<file path="config.mk">
export PLATFORM = sky130hd
export DESIGN_NAME = tur_test_ctrl_flat
export DESIGN_NICKNAME = d
export VERILOG_FILES = /design/src/inc/tur_pkg.sv /design/src/inc/tur_reg_if.sv /design/src/design/tur_test_ctrl.sv /design/src/flat_wrapper.sv
export VERILOG_INCLUDE_DIRS = /design/src /design/src/inc
export SDC_FILE = /design/constraint.sdc
export NUM_CORES = 1
export LEC_CHECK = 0
export BUFFER_PORTS_ARGS = -buffer_cell sky130_fd_sc_hd__buf_2
export CAP_MARGIN = 25
export CORE_MARGIN = 2
export CORE_UTILIZATION = 40
export CTS_CLUSTER_SIZE = 28
export DETAILED_ROUTE_END_ITERATION = 10
export HOLD_SLACK_MARGIN = 0.05
export PLACE_DENSITY_LB_ADDON = 0.12
export SLEW_MARGIN = 40
export SYNTH_ARGS = -nofsm -noshare
export SYNTH_HDL_FRONTEND = slang
export SYNTH_SLANG_ARGS = --single-unit
</file>
<file path="constraint.sdc">
create_clock -name clk -period 12.5 [get_ports clk]
set_input_delay 0.625 -clock clk [delete_from_list [all_inputs] [get_ports clk]]
set_output_delay 0.625 -clock clk [all_outputs]
set_load 0.01 [all_outputs]
</file>
<file path="src/inc/tur_consts.svh">
// Purpose: Offsets, field positions, reset values and counts for the
//          user register block and its test controller.
// Assumes: Byte addresses on an 8-bit register port, 32-bit words.
// Notes:   Included by both design files, the monitor and the testbench.
`ifndef TUR_CONSTS_SVH
`define TUR_CONSTS_SVH

// User register block map, seen through the carrier interface.
`define TUR_UR_RST 8'h00
`define TUR_UR_CMD 8'h04
`define TUR_UR_TXLEN 8'h08
`define TUR_UR_RXLEN 8'h0c
`define TUR_UR_FFSTS 8'h10
`define TUR_UR_INT 8'h14

// Field positions.
`define TUR_RST_BIT 0
`define TUR_CMD_VERIFY_BIT 1
`define TUR_CMD_CONNON_BIT 2
`define TUR_INT_CONN_BIT 0
`define TUR_FF_RES_LSB 0
`define TUR_FF_RDCNT_LSB 6

// Pattern start value after a pattern reset.
`define TUR_PAT_START 32'h0000_0000

// Offload core command port offsets and command codes.
`define TUR_OC_CMD 8'h00
`define TUR_OC_PKL 8'h04
`define TUR_OC_TDL 8'h08
`define TUR_OC_SEND 32'h0000_0000
`define TUR_OC_OPEN 32'h0000_0002
`define TUR_OC_CLOSE 32'h0000_0003

// Largest loop length before alignment to the packet size (4 GB less one).
`define TUR_LOOP_LIMIT 32'hffff_ffff

// Controller software map.
`define TUR_CS_CTRL 8'h00
`define TUR_CS_PKL 8'h04
`define TUR_CS_TOTLO 8'h08
`define TUR_CS_TOTHI 8'h0c
`define TUR_CS_MODE 8'h10
`define TUR_OP_PREP 3'h1
`define TUR_OP_OPEN 3'h2
`define TUR_OP_SEND 3'h3
`define TUR_OP_CLOSE 3'h4
`define TUR_MODE_VERIFY_BIT 0
`define TUR_MODE_ACTIVE_BIT 1

`endif

</file>
<file path="src/inc/tur_pkg.sv">
// Purpose: Shared types for the user register block and its controller.
// Assumes: Constants come from tur_consts.svh.
// Notes:   Only the controller state type is shared.
package tur_pkg;
    // Controller sequencing states.
    typedef enum logic [4:0] {
        C_IDLE, C_PRE_LEN, C_PRE_RST, C_PRE_CMD, C_PKL, C_MOD, C_TDL,
        C_SEND, C_WAIT_HI, C_WAIT_LO, C_RX_RD, C_RX_CHK, C_CONN_CMD,
        C_INT_RD, C_INT_CHK, C_INT_CLR
    } tur_ctl_e;
endpackage : tur_pkg

</file>
<file path="src/inc/tur_reg_if.sv">
// Purpose: Register port between the test controller and the user
//          register block.
// Assumes: Read data is valid the cycle after the read strobe.
// Notes:   One modport per party, no clocking block.
`timescale 1ns/1ps
interface tur_reg_if;
    logic [7:0] addr;
    logic [31:0] wdata;
    logic wr;
    logic rd;
    logic [31:0] rdata;

    // Controller side drives the strobes.
    modport ctrl (output addr, output wdata, output wr, output rd,
                  input rdata);
    // User register block answers.
    modport user (input addr, input wdata, input wr, input rd,
                  output rdata);
endinterface : tur_reg_if

</file>
<file path="src/design/tur_test_ctrl.sv">
// Purpose: Sequencer that programs the user register block and drives
//          the offload core's send, open and close commands.
// Assumes: Core busy rises after each accepted command.
// Notes:   Software port reads return data one cycle after the strobe.
//
// Chosen here: the register addresses and the address-and-strobe port.
`timescale 1ns/1ps
`include "tur_consts.svh"

module tur_test_ctrl (
    // Clock and reset
    input wire logic clk,
    input wire logic rstn,
    // Software port
    input wire logic [7:0] sw_addr,
    input wire logic [31:0] sw_wdata,
    input wire logic sw_wr,
    input wire logic sw_rd,
    output logic [31:0] sw_rdata,
    // User register block
    tur_reg_if.ctrl bus,
    // Offload core command port
    output logic core_wr,
    output logic [7:0] core_addr,
    output logic [31:0] core_wdata,
    input wire logic core_busy
);
    typedef struct packed {
        tur_pkg::tur_ctl_e st;
        logic [2:0] op;
        logic busy, done, fail;
        logic [31:0] pkl;
        logic [63:0] total, rem;
        logic [1:0] mode;
        logic [32:0] modr;
        logic [5:0] modk;
        logic [31:0] loopmax;
        logic [7:0] addr;
        logic [31:0] wdata;
        logic wr, rd;
        logic core_wr;
        logic [7:0] core_addr;
        logic [31:0] core_wdata;
        logic [31:0] sw_rdata;
    } tur_ctl_s;

    tur_ctl_s s, next_s;
    logic [31:0] chunk;

    // Loop length: aligned maximum, or whatever remains on the last loop.
    always_comb begin
        if (s.rem > {32'h0000_0000, s.loopmax}) begin
            chunk = s.loopmax;
        end else begin
            chunk = s.rem[31:0];
        end
    end

    // Next-state logic for the whole sequencer and its register port.
    always_comb begin
        next_s = s;
        next_s.wr = 1'b0;
        next_s.rd = 1'b0;
        next_s.core_wr = 1'b0;
        next_s.sw_rdata = 32'h0000_0000;
        if (sw_rd) begin
            case (sw_addr)
                `TUR_CS_CTRL: next_s.sw_rdata = {29'h0, s.fail, s.done,
                                                 s.busy};
                `TUR_CS_PKL: next_s.sw_rdata = s.pkl;
                `TUR_CS_TOTLO: next_s.sw_rdata = s.total[31:0];
                `TUR_CS_TOTHI: next_s.sw_rdata = s.total[63:32];
                `TUR_CS_MODE: next_s.sw_rdata = {30'h0, s.mode};
                default: next_s.sw_rdata = 32'h0000_0000;
            endcase
        end
        // Settings are frozen while an operation runs to keep loops sane.
        if (sw_wr && !s.busy) begin
            case (sw_addr)
                `TUR_CS_CTRL: begin
                    if (sw_wdata[2:0] != 3'h0) begin
                        next_s.op = sw_wdata[2:0];
                        next_s.busy = 1'b1;
                        next_s.done = 1'b0;
                        next_s.fail = 1'b0;
                        case (sw_wdata[2:0])
                            `TUR_OP_PREP: next_s.st = tur_pkg::C_PRE_LEN;
                            `TUR_OP_SEND: next_s.st = tur_pkg::C_PKL;
                            `TUR_OP_OPEN, `TUR_OP_CLOSE: begin
                                if (!s.mode[`TUR_MODE_ACTIVE_BIT]) begin
                                    next_s.st = tur_pkg::C_INT_RD;
                                end else if (sw_wdata[2:0] == `TUR_OP_OPEN)
                                begin
                                    next_s.st = tur_pkg::C_CONN_CMD;
                                end else begin
                                    next_s.st = tur_pkg::C_RX_RD;
                                end
                            end
                            default: begin
                                next_s.busy = 1'b0;
                                next_s.fail = 1'b1;
                            end
                        endcase
                    end
                end
                `TUR_CS_PKL: next_s.pkl = sw_wdata;
                `TUR_CS_TOTLO: next_s.total[31:0] = sw_wdata;
                `TUR_CS_TOTHI: next_s.total[63:32] = sw_wdata;
                `TUR_CS_MODE: next_s.mode = sw_wdata[1:0];
                default: ;
            endcase
        end
        case (s.st)
            tur_pkg::C_IDLE: ;
            // Prepare the user block: length, pattern reset, then start.
            tur_pkg::C_PRE_LEN: begin
                next_s.wr = 1'b1;
                next_s.addr = `TUR_UR_TXLEN;
                next_s.wdata = s.total[31:0];
                next_s.st = tur_pkg::C_PRE_RST;
            end
            tur_pkg::C_PRE_RST: begin
                next_s.wr = 1'b1;
                next_s.addr = `TUR_UR_RST;
                next_s.wdata = 32'h0000_0001;
                next_s.st = tur_pkg::C_PRE_CMD;
            end
            tur_pkg::C_PRE_CMD: begin
                next_s.wr = 1'b1;
                next_s.addr = `TUR_UR_CMD;
                next_s.wdata = {30'h0, s.mode[`TUR_MODE_VERIFY_BIT],
                                1'b1};
                next_s.st = tur_pkg::C_IDLE;
                next_s.busy = 1'b0;
                next_s.done = 1'b1;
            end
            tur_pkg::C_PKL: begin
                next_s.core_wr = 1'b1;
                next_s.core_addr = `TUR_OC_PKL;
                next_s.core_wdata = s.pkl;
                next_s.rem = s.total;
                next_s.modr = 33'h0_0000_0000;
                next_s.modk = 6'h00;
                next_s.st = tur_pkg::C_MOD;
            end
            // Serial remainder of the loop limit by the packet size.
            tur_pkg::C_MOD: begin
                next_s.modr = {s.modr[31:0], 1'b1};
                if ({s.modr[31:0], 1'b1} >= {1'b0, s.pkl}) begin
                    next_s.modr = {s.modr[31:0], 1'b1} - {1'b0, s.pkl};
                end
                next_s.modk = s.modk + 6'h01;
                if (s.modk == 6'h1f) begin
                    next_s.st = tur_pkg::C_TDL;
                end
                // A zero packet size leaves the limit unaligned.
                next_s.loopmax = (s.pkl == 32'h0000_0000) ? `TUR_LOOP_LIMIT
                    : `TUR_LOOP_LIMIT - next_s.modr[31:0];
            end
            tur_pkg::C_TDL: begin
                next_s.core_wr = 1'b1;
                next_s.core_addr = `TUR_OC_TDL;
                next_s.core_wdata = chunk;
                next_s.rem = s.rem - {32'h0000_0000, chunk};
                next_s.st = tur_pkg::C_SEND;
            end
            tur_pkg::C_SEND: begin
                next_s.core_wr = 1'b1;
                next_s.core_addr = `TUR_OC_CMD;
                next_s.core_wdata = `TUR_OC_SEND;
                next_s.st = tur_pkg::C_WAIT_HI;
            end
            tur_pkg::C_CONN_CMD: begin
                next_s.core_wr = 1'b1;
                next_s.core_addr = `TUR_OC_CMD;
                next_s.core_wdata = (s.op == `TUR_OP_OPEN) ? `TUR_OC_OPEN
                                    : `TUR_OC_CLOSE;
                next_s.st = tur_pkg::C_WAIT_HI;
            end
            tur_pkg::C_WAIT_HI: begin
                if (core_busy) begin
                    next_s.st = (s.op == `TUR_OP_SEND) ? tur_pkg::C_WAIT_LO
                                : tur_pkg::C_INT_RD;
                end
            end
            tur_pkg::C_WAIT_LO: begin
                if (!core_busy) begin
                    if (s.rem == 64'h0) begin
                        next_s.st = tur_pkg::C_IDLE;
                        next_s.busy = 1'b0;
                        next_s.done = 1'b1;
                    end else begin
                        next_s.st = tur_pkg::C_TDL;
                    end
                end
            end
            // Active close waits for every expected byte to arrive.
            tur_pkg::C_RX_RD: begin
                next_s.rd = 1'b1;
                next_s.addr = `TUR_UR_RXLEN;
                next_s.st = tur_pkg::C_RX_CHK;
            end
            tur_pkg::C_RX_CHK: begin
                // Read data only stands once the strobe flop has dropped.
                if (s.rd) begin
                    next_s.st = tur_pkg::C_RX_CHK;
                end else if (bus.rdata == s.total[31:0]) begin
                    next_s.st = tur_pkg::C_CONN_CMD;
                end else begin
                    next_s.st = tur_pkg::C_RX_RD;
                end
            end
            tur_pkg::C_INT_RD: begin
                next_s.rd = 1'b1;
                next_s.addr = `TUR_UR_INT;
                next_s.st = tur_pkg::C_INT_CHK;
            end
            tur_pkg::C_INT_CHK: begin
                // Wait out the strobe cycle so the flag value is current.
                if (s.rd) begin
                    next_s.st = tur_pkg::C_INT_CHK;
                end else if (bus.rdata[`TUR_INT_CONN_BIT]) begin
                    next_s.st = tur_pkg::C_INT_CLR;
                end else if (s.mode[`TUR_MODE_ACTIVE_BIT] && !core_busy) begin
                    next_s.st = tur_pkg::C_IDLE;
                    next_s.busy = 1'b0;
                    next_s.fail = 1'b1;
                end else begin
                    next_s.st = tur_pkg::C_INT_RD;
                end
            end
            tur_pkg::C_INT_CLR: begin
                next_s.wr = 1'b1;
                next_s.addr = `TUR_UR_INT;
                next_s.wdata = 32'h0000_0001;
                next_s.st = tur_pkg::C_IDLE;
                next_s.busy = 1'b0;
                next_s.done = 1'b1;
            end
            default: next_s.st = tur_pkg::C_IDLE;
        endcase
    end

    // Single state register.
    always_ff @(posedge clk) begin
        if (!rstn) begin
            s <= '0;
            s.st <= tur_pkg::C_IDLE;
            s.loopmax <= `TUR_LOOP_LIMIT;
        end else begin
            s <= next_s;
        end
    end

    assign sw_rdata = s.sw_rdata;
    assign bus.addr = s.addr;
    assign bus.wdata = s.wdata;
    assign bus.wr = s.wr;
    assign bus.rd = s.rd;
    assign core_wr = s.core_wr;
    assign core_addr = s.core_addr;
    assign core_wdata = s.core_wdata;
endmodule : tur_test_ctrl

</file>
<file path="src/flat_wrapper.sv">
// flat-port wrapper written by rule: the top's interface ports become plain ports
module tur_test_ctrl_flat 
  (clk, rstn, sw_addr, sw_wdata, sw_wr, sw_rd, sw_rdata, core_wr, core_addr, core_wdata, core_busy, bus_addr, bus_wdata, bus_wr, bus_rd, bus_rdata);
  tur_reg_if bus_i ();
  input wire logic clk;
  input wire logic rstn;
  input wire logic [7:0] sw_addr;
  input wire logic [31:0] sw_wdata;
  input wire logic sw_wr;
  input wire logic sw_rd;
  output logic [31:0] sw_rdata;
  output logic core_wr;
  output logic [7:0] core_addr;
  output logic [31:0] core_wdata;
  input wire logic core_busy;
  output wire logic [$bits(bus_i.addr)-1:0] bus_addr;
  output wire logic [$bits(bus_i.wdata)-1:0] bus_wdata;
  output wire logic [$bits(bus_i.wr)-1:0] bus_wr;
  output wire logic [$bits(bus_i.rd)-1:0] bus_rd;
  input wire logic [$bits(bus_i.rdata)-1:0] bus_rdata;
  assign bus_addr = bus_i.addr;
  assign bus_wdata = bus_i.wdata;
  assign bus_wr = bus_i.wr;
  assign bus_rd = bus_i.rd;
  assign bus_i.rdata = bus_rdata;
  tur_test_ctrl u_core (.clk(clk), .rstn(rstn), .sw_addr(sw_addr), .sw_wdata(sw_wdata), .sw_wr(sw_wr), .sw_rd(sw_rd), .sw_rdata(sw_rdata), .bus(bus_i), .core_wr(core_wr), .core_addr(core_addr), .core_wdata(core_wdata), .core_busy(core_busy));
endmodule
</file>
==> flow_results.xml, run 1 <==
<?xml version="1.0" encoding="UTF-8"?>
<metrics>
  <group name="grt">
    <metric name="antenna_found_initial" unit="">0</metric>
    <metric name="grt_first_pass_wirelength" unit="um">120000</metric>
    <metric name="grt_max_degree" unit="">87</metric>
    <metric name="grt-ovfl-total" unit="">0</metric>
    <metric name="vias_in_the_first_global_route" unit="">18600</metric>
    <metric name="grt_util_all_layers" unit="%">29.5</metric>
  </group>
  <group name="route">
    <metric name="first_pass_iters" unit="">8</metric>
    <metric name="antenna_violating_nets_post_route" unit="">0</metric>
    <metric name="drt_wl_total" unit="um">80600</metric>
    <metric name="routedWlPerCell" unit="um">24.2</metric>
    <metric name="vias_per_instance" unit="">6.01</metric>
    <metric name="vias" unit="">20000</metric>
    <metric name="drt_iter0_drc" unit="">1949</metric>
    <metric name="drt_drc_violations_left" unit="">0</metric>
  </group>
  <group name="layout">
    <metric name="final_util" unit="%">44.2</metric>
    <metric name="instances_no_fill" unit="">3331</metric>
    <metric name="finish.net_count" unit="">2795</metric>
    <metric name="area.growth.synth_to_final" unit="%">9.51</metric>
    <metric name="final_design_area_no_fill" unit="mm2">0.0226</metric>
    <metric name="layout_cells_sized_above_1" unit="%">13.8</metric>
    <metric name="layout.filler_cells" unit="">5170</metric>
  </group>
  <group name="floorplan">
    <metric name="core" unit="mm2">0.0512</metric>
    <metric name="die_y" unit="um">231</metric>
    <metric name="io_pins" unit="">192</metric>
    <metric name="floorplan.rows" unit="">83</metric>
    <metric name="dieWidth" unit="um">231</metric>
    <metric name="dieArea" unit="mm2">0.0535</metric>
    <metric name="floorplan.initialDensity" unit="%">40.4</metric>
  </group>
  <group name="power">
    <metric name="ir_worst_vdd" unit="V">0.0000879</metric>
    <metric name="leakage_component_of_the_power" unit="nW">9.36</metric>
    <metric name="net_sw_power" unit="mW">1.07</metric>
    <metric name="power.sequential.fraction" unit="%">34.8</metric>
    <metric name="power.share.clock" unit="%">38.9</metric>
    <metric name="p_per_area" unit="mW/mm2">141</metric>
    <metric name="p_comb_share" unit="%">26.2</metric>
    <metric name="design_power_total" unit="mW">3.19</metric>
    <metric name="swShare" unit="%">33.5</metric>
    <metric name="intPower" unit="mW">2.12</metric>
  </group>
  <group name="clock_network">
    <metric name="ctsResizeCount" unit="">0</metric>
    <metric name="post-cts-setup-buffers" unit="">0</metric>
    <metric name="numClockSinks" unit="">347</metric>
    <metric name="clock-root-buffer" unit="">clkbuf_16</metric>
    <metric name="tritoncts" unit="">built</metric>
    <metric name="max-clock-path-buffers" unit="">3</metric>
    <metric name="clk-insertion-delay-late" unit="ps">590</metric>
    <metric name="cts_max_level" unit="">2</metric>
    <metric name="cts_buffers" unit="">42</metric>
    <metric name="hold_buffers" unit="">0</metric>
    <metric name="cts.reportedPaths.clkPinSlew" unit="ps">60</metric>
  </group>
  <group name="logic_synthesis">
    <metric name="proportion_of_synthesized_chip_area_in_sequential_cells" unit="%">33.6</metric>
    <metric name="netlist_instances" unit="">2628</metric>
    <metric name="warnings_from_yosys" unit="">0</metric>
    <metric name="synth_top_cells_by_area" unit="">dfxtp_1 (34%), nand2_1 (7.4%), a21oi_1 (6.4%)</metric>
    <metric name="synth.distinct_cells" unit="">91</metric>
    <metric name="synth-async-reset-ratio" unit="%">0</metric>
    <metric name="area_leader_netlist" unit="">dfxtp_1</metric>
    <metric name="synth_area_per_cell" unit="um2">7.87</metric>
    <metric name="yosys_register_bits" unit="">347</metric>
    <metric name="synth_largest_type_area_fraction" unit="%">33.6</metric>
    <metric name="syn_area" unit="mm2">0.0207</metric>
    <metric name="postSynth.topFlopCell" unit="">dfxtp_1</metric>
    <metric name="synth_top_cells_by_count" unit="">nand2_1 (408), dfxtp_1 (347), a21oi_1 (264)</metric>
    <metric name="yosysMostFrequentCell" unit="">nand2_1</metric>
    <metric name="synth-edff-count" unit="">0</metric>
  </group>
  <group name="worst_setup_path">
    <metric name="worst-endpoint-required" unit="ps">12970</metric>
    <metric name="path_max_fanout" unit="">20</metric>
    <metric name="rrSetupSlack" unit="ps">5840</metric>
    <metric name="path_class" unit="">reg -&gt; reg</metric>
    <metric name="critPathMaxStageDelay" unit="ps">670</metric>
    <metric name="critical_path.cell_chain" unit="">inv_1 -&gt; ha_1 -&gt; nand4_1 -&gt; or4_1 -&gt; or2b_2 -&gt; o211ai_4 -&gt; buf_4 -&gt; nand2_1 -&gt; o21ai_0 -&gt; ha_1 -&gt; inv_1 -&gt; fa_1 -&gt; a21oi_1 -&gt; nor2_1 -&gt; o211ai_1 -&gt; a21oi_1 -&gt; a211oi_2 -&gt; o21bai_1 -&gt; buf_4 -&gt; nor2_1 -&gt; nand2_1 -&gt; o311ai_0</metric>
    <metric name="worst-endpoint-arrival" unit="ps">7120</metric>
    <metric name="worstPathBufferInverterCount" unit="">4</metric>
    <metric name="critical_path.slowest_cell" unit="">o211ai_4</metric>
    <metric name="startpoint_type" unit="">flip-flop</metric>
    <metric name="crit_path_end_kind" unit="">flip-flop</metric>
    <metric name="cpLargestDelayFamily" unit="">compound AO/OA/AOI/OAI gates</metric>
  </group>
  <group name="sta">
    <metric name="worst_pin_slew" unit="ps">826</metric>
    <metric name="setup_repair_after_global_routing_missed_its_margin" unit="">false</metric>
    <metric name="final.setup_skew" unit="ps">27.4</metric>
    <metric name="timing_max_transition_violations_final" unit="">0</metric>
    <metric name="total_count_of_hold_check_failures_in_the_final_report" unit="">0</metric>
    <metric name="final-setup-viol-count" unit="">0</metric>
    <metric name="worst_slew_margin_rel" unit="%">44.7</metric>
    <metric name="worst_case_setup_margin_in_the_final_layout" unit="ps">5840</metric>
    <metric name="fin_worst_hold_slack" unit="ps">308</metric>
    <metric name="period_share" unit="%">53.2</metric>
    <metric name="fin_tns_setup" unit="ps">0</metric>
    <metric name="fmax" unit="MHz">150</metric>
    <metric name="final_period_minus_worst_setup_slack" unit="ps">6660</metric>
  </group>
  <group name="placement">
    <metric name="gp_routability_congestion" unit="">0.944</metric>
    <metric name="numPortBuffers" unit="">180</metric>
    <metric name="placed_cells" unit="">3256</metric>
    <metric name="dpl_worst_slack" unit="ps">5950</metric>
    <metric name="detailed_place_hpwl" unit="um">59500</metric>
    <metric name="detailed_place.area" unit="mm2">0.0213</metric>
  </group>
  <group name="hold_path">
    <metric name="timing.hold.worst.class" unit="">in -&gt; reg</metric>
  </group>
  <group name="flow_run">
    <metric name="timing.max_cap.violations" unit="">0</metric>
  </group>
  <group name="status">
    <metric name="status" unit="">complete, no violations</metric>
  </group>
</metrics>
-- routing by layer --
metal | global-route usage, % | wire, um | share of wire (%) | up-vias
li1 | - | - | - | 9337
met1 | 41.4 | 36200 | 45 | 9751
met2 | 46.3 | 36400 | 45 | 788
met3 | 3.43 | 5020 | 6.2 | 129
met4 | 10.9 | 3000 | 3.7 | 0
met5 | 0 | 0 | 0 | -
-- worst min-delay path: cells and delay by family --
kind | cells | cell delay [ps]
compound gates | 1 | 50
simple gates | 1 | 50
buf+inv | 1 | 120
-- flip-flops by register name, indices dropped and copies added (netlist names) --
register / flops
u_core.core_addr: 2
u_core.sw_rdata: 32
u_core.bus.rd: 1
u_core.bus.addr: 3
u_core.bus.wdata: 32
u_core.s: 243
u_core.core_wr: 1
u_core.core_wdata: 32
u_core.bus.wr: 1
-- final timing paths --
kind         cells after the start                start                  end
max reg2reg                     22        u_core.s[144]        u_core.s[240]
max                             22        u_core.s[144]        u_core.s[240]
min                              3         sw_wdata[12]        u_core.s[264]
min reg2reg                      2  u_core.core_addr[2]  u_core.core_addr[2]
-- cell usage in the layout (no fill, tap or decap), types with 33 or more instances in the layout --
cell,Yosys,layout
a21oi_1,264,264
a22oi_1,79,79
xnor2_1,47,47
a21o_1,51,51
nor3_1,41,39
o22ai_1,44,44
nand3_1,69,68
clkbuf_16,0,42
inv_1,84,83
nand2_1,408,405
buf_2,7,180
nor4_1,37,34
dfxtp_1,347,346
nor2_1,170,164
o21ai_0,154,153
buf_4,116,33
ha_1,96,96
nand4_1,35,35
xor2_1,41,41
-- power by group through the flow --
stage	clock (mW)	sequential, mW	combinational (mW)
2_1_floorplan	0	1.13	0.601
3_3_place_gp	0	1.13	0.815
3_5_place_dp	0	1.14	0.810
4_1_cts	1.26	1.11	0.816
5_1_grt	1.31	1.11	0.904
6_report	1.24	1.11	0.836
-- logic make-up (layout without fill, tap and decap cells) --
group | count (synthesis) | after routing | share of synthesized area [%]
compound gates | 798 | 798 | 24.6
xor+xnor | 88 | 88 | 3.73
fa+ha+maj | 98 | 98 | 6.00
buf+inv | 365 | 376 | 9.36
flops | 347 | 347 | 33.6
mux | 62 | 62 | 3.65
other cells | 1 | 13 | 0.0181
simple gates | 869 | 869 | 19.1
-- layout make-up --
class	count	area, um2	share of cell area [%]
diodes	1	2.50	0.0111
clock buffers	57	1200	5.29
clock inverters	17	176	0.779
inverters	84	320	1.41
multi-input cells	1927	11900	52.6
flip-flops and latches	347	6950	30.7
well taps	680	851	3.76
repair buffers	218	1230	5.43
(Power assumes the default switching activity.)
==> run 2, diff against run 1 <==
Clock period 12.5 ns to 5.4 ns, I/O delays scaled along.
==> flow_results.xml, run 2 (synthesized netlist as in run 1, its figures left out) <==
<?xml version="1.0" encoding="UTF-8"?>
<metrics>
  <group name="status">
    <metric name="status" unit="">complete, no violations</metric>
  </group>
  <group name="power">
    <metric name="ir_worst_vdd" unit="V">0.000189</metric>
    <metric name="design_power_total" unit="mW">8.22</metric>
    <metric name="leakage_component_of_the_power" unit="nW">10.5</metric>
    <metric name="p_per_area" unit="mW/mm2">329</metric>
  </group>
  <group name="placement">
    <metric name="numPortBuffers" unit="">180</metric>
    <metric name="detailed_place_hpwl" unit="um">61600</metric>
    <metric name="placed_cells" unit="">3441</metric>
    <metric name="gp_routability_congestion" unit="">0.979</metric>
    <metric name="detailed_place.area" unit="mm2">0.0227</metric>
  </group>
  <group name="clock_network">
    <metric name="clock-root-buffer" unit="">clkbuf_16</metric>
    <metric name="cts_max_level" unit="">2</metric>
    <metric name="tritoncts" unit="">built</metric>
    <metric name="cts_buffers" unit="">41</metric>
    <metric name="max-clock-path-buffers" unit="">3</metric>
    <metric name="cts.reportedPaths.clkPinSlew" unit="ps">60</metric>
    <metric name="numClockSinks" unit="">347</metric>
    <metric name="clk-insertion-delay-late" unit="ps">590</metric>
  </group>
  <group name="layout">
    <metric name="max_flop_register" unit="">u_core.s</metric>
    <metric name="layout_cells_sized_above_1" unit="%">22.0</metric>
    <metric name="instances_no_fill" unit="">3558</metric>
    <metric name="largest_register_ffs" unit="">243</metric>
    <metric name="layout.cells.most_common" unit="">nand2_1</metric>
    <metric name="mostFrequentLayoutCells" unit="">nand2_1 (404), dfxtp_1 (335), a21oi_1 (255)</metric>
    <metric name="finish.net_count" unit="">3020</metric>
    <metric name="area.growth.synth_to_final" unit="%">20.8</metric>
    <metric name="final_design_area_no_fill" unit="mm2">0.0250</metric>
  </group>
  <group name="grt">
    <metric name="grt-ovfl-total" unit="">0</metric>
    <metric name="grt_util_all_layers" unit="%">30.3</metric>
    <metric name="vias_in_the_first_global_route" unit="">19800</metric>
    <metric name="grt_max_degree" unit="">105</metric>
    <metric name="grt_first_pass_wirelength" unit="um">124000</metric>
    <metric name="antenna_found_initial" unit="">1</metric>
  </group>
  <group name="hold_path">
    <metric name="timing.hold.worst.class" unit="">in -&gt; reg</metric>
    <metric name="hold_path_startpoint" unit="">sw_addr[1]</metric>
  </group>
  <group name="worst_setup_path">
    <metric name="worst-endpoint-required" unit="ps">5840</metric>
    <metric name="worst_r2r_startpoint" unit="">u_core.s[146]</metric>
    <metric name="path_class" unit="">reg -&gt; reg</metric>
    <metric name="path_max_fanout" unit="">13</metric>
    <metric name="worst_setup_path_startpoint" unit="">u_core.s[146]</metric>
    <metric name="startpoint_type" unit="">flip-flop</metric>
    <metric name="worst-endpoint-arrival" unit="ps">5750</metric>
    <metric name="crit_path_end_kind" unit="">flip-flop</metric>
  </group>
  <group name="route">
    <metric name="routedWlPerCell" unit="um">23.4</metric>
    <metric name="drt_drc_violations_left" unit="">0</metric>
    <metric name="antenna_violating_nets_post_route" unit="">0</metric>
    <metric name="drt_iter0_drc" unit="">1896</metric>
    <metric name="vias_per_instance" unit="">5.88</metric>
    <metric name="first_pass_iters" unit="">6</metric>
    <metric name="vias" unit="">20900</metric>
    <metric name="drt_wl_total" unit="um">83100</metric>
  </group>
  <group name="floorplan">
    <metric name="io_pins" unit="">192</metric>
    <metric name="die_y" unit="um">231</metric>
    <metric name="dieArea" unit="mm2">0.0535</metric>
    <metric name="core" unit="mm2">0.0512</metric>
    <metric name="floorplan.rows" unit="">83</metric>
    <metric name="dieWidth" unit="um">231</metric>
    <metric name="floorplan.initialDensity" unit="%">40.4</metric>
  </group>
  <group name="sta">
    <metric name="final.setup_skew" unit="ps">22.7</metric>
    <metric name="fmax" unit="MHz">188</metric>
    <metric name="worst_pin_slew" unit="ps">883</metric>
    <metric name="setup_repair_after_global_routing_missed_its_margin" unit="">true</metric>
    <metric name="worst_slew_margin_rel" unit="%">40.6</metric>
    <metric name="period_share" unit="%">98.4</metric>
    <metric name="total_count_of_hold_check_failures_in_the_final_report" unit="">0</metric>
    <metric name="timing_max_transition_violations_final" unit="">0</metric>
    <metric name="fin_worst_hold_slack" unit="ps">96.2</metric>
    <metric name="final_period_minus_worst_setup_slack" unit="ps">5320</metric>
    <metric name="final-setup-viol-count" unit="">0</metric>
  </group>
  <group name="flow_run">
    <metric name="timing.max_cap.violations" unit="">0</metric>
  </group>
</metrics>
## run 2: cell count changes in the layout (fill, tap and decap cells not counted), sizes merged
cell / change
buf: +194
dlygate4sd3: +32
bufinv: +2
inv: -2
clkbuf: +1
## run 2: critical path: stages, from the launching register on
cell	delay (ps)
dfxtp_2	330
inv_2	30
ha_1	290
nand4_1	180
or4_4	540
or4_4	520
nor3b_4	170
a22oi_2	190
o211ai_4	170
buf_12	200
mux2i_4	200
ha_1	310
a211oi_2	230
o21ai_1	100
o211ai_1	390
a21oi_2	110
a211oi_2	220
o21bai_1	120
buf_4	180
or3_4	380
nor4_2	150
o22ai_1	130
## run 2: area by class of cell
type / instances / area (um2)
antenna: 1 / 2.50
inverter: 84 / 323
tap: 680 / 851
clock buffer: 58 / 1180
fill: 5027 / 26200
multi-input combinational: 1927 / 12400
timing repair buffer: 444 / 3040
sequential: 347 / 6960
clock inverter: 17 / 241
## run 2: worst paths after layout
path | endpoint | slack (ps) | cells past startpoint
hold reg to reg | u_core.core_addr[2] | 450 | 2
setup reg to reg | u_core.s[244] | 80 | 21
setup / recovery | u_core.s[244] | 80 | 21
hold / removal | u_core.sw_rdata[1] | 100 | 4
## run 2: through the flow
stage | setup WS [ps] | setup TNS, ps | utilization (%)
final | 84.9 | 0 | 48.8
after global routing | -39.4 | -215 | 48.8
after CTS | 20.1 | 0 | 47.8
after detailed placement | -491 | -7850 | 44.2
after global placement | -223 | -1050 | 44.0
after floorplan | 269 | 0 | -
## run 2: routing by layer
metal  global-route usage (%)  vias to the layer above  wire length, um
met2                     47.9                      801            37100
li1                         -                     9789                -
met4                     14.5                        0             4390
met1                     40.5                    10100            36100
met5                        0                        -                0
met3                     4.43                      174             5480
## run 2: where the power goes
group | total [mW] | switching, mW | internal (mW)
registers | 2.57 | 0.00716 | 2.56
logic | 2.68 | 1.44 | 1.24
clock network | 2.97 | 1.23 | 1.74
total | 8.22 | 2.68 | 5.54
## run 2: timing repair
item | CTS | global route
setup buffers | 2 | 7
gates cloned | 0 | 0
hold buffers | 32 | 0
setup endpoints to repair | 44 | 43
pin swaps | 6 | 21
hold endpoints to repair | 91 | 0
resized for setup | 24 | 90
==> run 3, diff against run 2 <==
Settings changed: CTS_CLUSTER_DIAMETER set to 150, RECOVER_POWER set to 100.
==> flow_results.xml, run 3 (synthesized netlist as in run 1, its figures left out) <==
<?xml version="1.0" encoding="UTF-8"?>
<metrics>
  <group name="status">
    <metric name="status" unit="">finished, violations left</metric>
    <metric name="violations" unit="">max-capacitance violations, max-slew violations</metric>
  </group>
  <group name="floorplan">
    <metric name="io_pins" unit="">192</metric>
    <metric name="dieWidth" unit="um">231</metric>
    <metric name="dieArea" unit="mm2">0.0535</metric>
    <metric name="floorplan.initialDensity" unit="%">40.4</metric>
    <metric name="floorplan.rows" unit="">83</metric>
    <metric name="die_y" unit="um">231</metric>
    <metric name="core" unit="mm2">0.0512</metric>
  </group>
  <group name="clock_network">
    <metric name="clk-insertion-delay-late" unit="ps">560</metric>
    <metric name="cts_buffers" unit="">16</metric>
    <metric name="numClockSinks" unit="">347</metric>
    <metric name="max-clock-path-buffers" unit="">3</metric>
    <metric name="clock-root-buffer" unit="">clkbuf_16</metric>
    <metric name="tritoncts" unit="">built</metric>
    <metric name="cts.reportedPaths.clkPinSlew" unit="ps">130</metric>
    <metric name="cts_max_level" unit="">1</metric>
  </group>
  <group name="placement">
    <metric name="gp_routability_congestion" unit="">0.979</metric>
    <metric name="numPortBuffers" unit="">180</metric>
    <metric name="detailed_place_hpwl" unit="um">61600</metric>
  </group>
  <group name="flow_run">
    <metric name="timing.max_cap.violations" unit="">4</metric>
  </group>
  <group name="worst_setup_path">
    <metric name="path_max_fanout" unit="">7</metric>
    <metric name="path_class" unit="">reg -&gt; reg</metric>
    <metric name="worst-endpoint-arrival" unit="ps">5830</metric>
    <metric name="startpoint_type" unit="">flip-flop</metric>
    <metric name="crit_path_end_kind" unit="">flip-flop</metric>
    <metric name="worst-endpoint-required" unit="ps">5840</metric>
  </group>
  <group name="sta">
    <metric name="total_count_of_hold_check_failures_in_the_final_report" unit="">0</metric>
    <metric name="fmax" unit="MHz">186</metric>
    <metric name="fin_tns_setup" unit="ps">0</metric>
    <metric name="period_share" unit="%">99.7</metric>
    <metric name="timing_max_transition_violations_final" unit="">199</metric>
    <metric name="final-setup-viol-count" unit="">0</metric>
    <metric name="final_period_minus_worst_setup_slack" unit="ps">5390</metric>
    <metric name="worst_pin_slew" unit="ps">3200</metric>
    <metric name="setup_repair_after_global_routing_missed_its_margin" unit="">true</metric>
    <metric name="worst_slew_margin_rel" unit="%">-114</metric>
    <metric name="final.setup_skew" unit="ps">22.1</metric>
  </group>
  <group name="layout">
    <metric name="layout.filler_cells" unit="">5165</metric>
    <metric name="max_flop_register" unit="">u_core.s</metric>
    <metric name="layout_cells_sized_above_1" unit="%">17.4</metric>
    <metric name="finish.net_count" unit="">3000</metric>
    <metric name="layout.area.seq" unit="mm2">0.00696</metric>
    <metric name="largest_register_ffs" unit="">243</metric>
    <metric name="multi_input_comb_area" unit="mm2">0.0125</metric>
    <metric name="layout.cells.most_common" unit="">nand2_1</metric>
    <metric name="final_util" unit="%">46.9</metric>
    <metric name="mostFrequentLayoutCells" unit="">nand2_1 (404), dfxtp_1 (335), a21oi_1 (255)</metric>
    <metric name="area.growth.synth_to_final" unit="%">16.2</metric>
  </group>
  <group name="power">
    <metric name="leakage_component_of_the_power" unit="nW">9.55</metric>
    <metric name="p_per_area" unit="mW/mm2">288</metric>
    <metric name="ir_worst_vdd" unit="V">0.000268</metric>
  </group>
  <group name="hold_path">
    <metric name="timing.hold.worst.class" unit="">in -&gt; reg</metric>
  </group>
  <group name="grt">
    <metric name="grt-ovfl-total" unit="">0</metric>
    <metric name="grt_util_all_layers" unit="%">30.0</metric>
    <metric name="antenna_found_initial" unit="">2</metric>
    <metric name="vias_in_the_first_global_route" unit="">19600</metric>
    <metric name="grt_first_pass_wirelength" unit="um">123000</metric>
    <metric name="grt_max_degree" unit="">105</metric>
  </group>
  <group name="route">
    <metric name="vias_per_instance" unit="">5.87</metric>
    <metric name="drt_wl_total" unit="um">82800</metric>
    <metric name="antenna_violating_nets_post_route" unit="">0</metric>
    <metric name="drt_iter0_drc" unit="">2062</metric>
    <metric name="drt_drc_violations_left" unit="">0</metric>
    <metric name="vias" unit="">20600</metric>
    <metric name="routedWlPerCell" unit="um">23.6</metric>
    <metric name="first_pass_iters" unit="">6</metric>
  </group>
</metrics>
==> run 3: path summary, 6_finish.rpt <==
path | start | to | slack, ps | cells past startpoint
setup reg to reg | u_core.s[145] | u_core.s[242] | 10 | 23
hold / removal | sw_wdata[0] | u_core.s[284] | 80 | 3
hold reg to reg | u_core.core_addr[2] | u_core.core_addr[2] | 460 | 2
setup / recovery | u_core.s[145] | u_core.s[242] | 10 | 23
==> run 3: layout make-up <==
| class | count | area share, % |
|---|---|---|
| diodes | 1 | 0.0104 |
| clock buffers | 17 | 1.77 |
| clock inverters | 1 | 0.0833 |
| inverters | 84 | 1.34 |
| multi-input cells | 1927 | 52.0 |
| flip-flops and latches | 347 | 29.0 |
| well taps | 680 | 3.54 |
| repair buffers | 449 | 12.2 |
==> run 3: metrics by stage <==
stage / hold WS, ps / worst slack [ps] / cells / power (mW) / instance area, um2
2_1_floorplan: 406 / 269 / 2639 / 4.01 / 20700
4_1_cts: 60.5 / -18.5 / 3500 / 6.60 / 23600
5_1_grt: 84.6 / -133 / 3505 / 7.24 / 24000
6_report: 82.1 / 13.6 / 3506 / 6.93 / 24000
3_3_place_gp: 445 / -223 / 3437 / 4.95 / 22500
3_5_place_dp: 452 / -491 / 3441 / 4.95 / 22700
==> run 3: what timing repair did <==
| item | CTS | global route |
|---|---|---|
| gates cloned | 1 | 1 |
| gates resized for setup | 28 | 112 |
| hold buffers | 30 | 0 |
| setup buffers | 10 | 6 |
| pin swaps | 11 | 30 |
| endpoints found under the hold margin | 85 | 0 |
| setup endpoints to repair | 45 | 44 |
==> run 3: worst max-delay path: stages, from the launching register on <==
cell and delay (ps):
dfxtp_2 360, inv_2 40, ha_4 250, nand4_1 170, or4_4 540, or4_4 530
nor3b_4 170, a22oi_2 190, o211ai_4 190, o21ai_2 200, ha_2 220, inv_2 40
fa_2 360, a21oi_4 180, nor2_2 70, o211ai_1 400, a21oi_2 120, a211oi_2 270
o21bai_1 130, buf_6 170, or3_4 390, buf_6 130, nand3_2 60, o311ai_2 100
==> run 3: power by group <==
group	internal (mW)	switching, mW
Combinational	1.36	1.51
Clock	0.581	0.907
Sequential	2.56	0.00748
Total	4.50	2.42
==> run 3: layer usage <==
metal | GRT usage (%) | wire length, um
met1 | 40.5 | 36100
met2 | 48.0 | 37300
met3 | 3.94 | 5280
met5 | 0 | 13
met4 | 12.6 | 4130
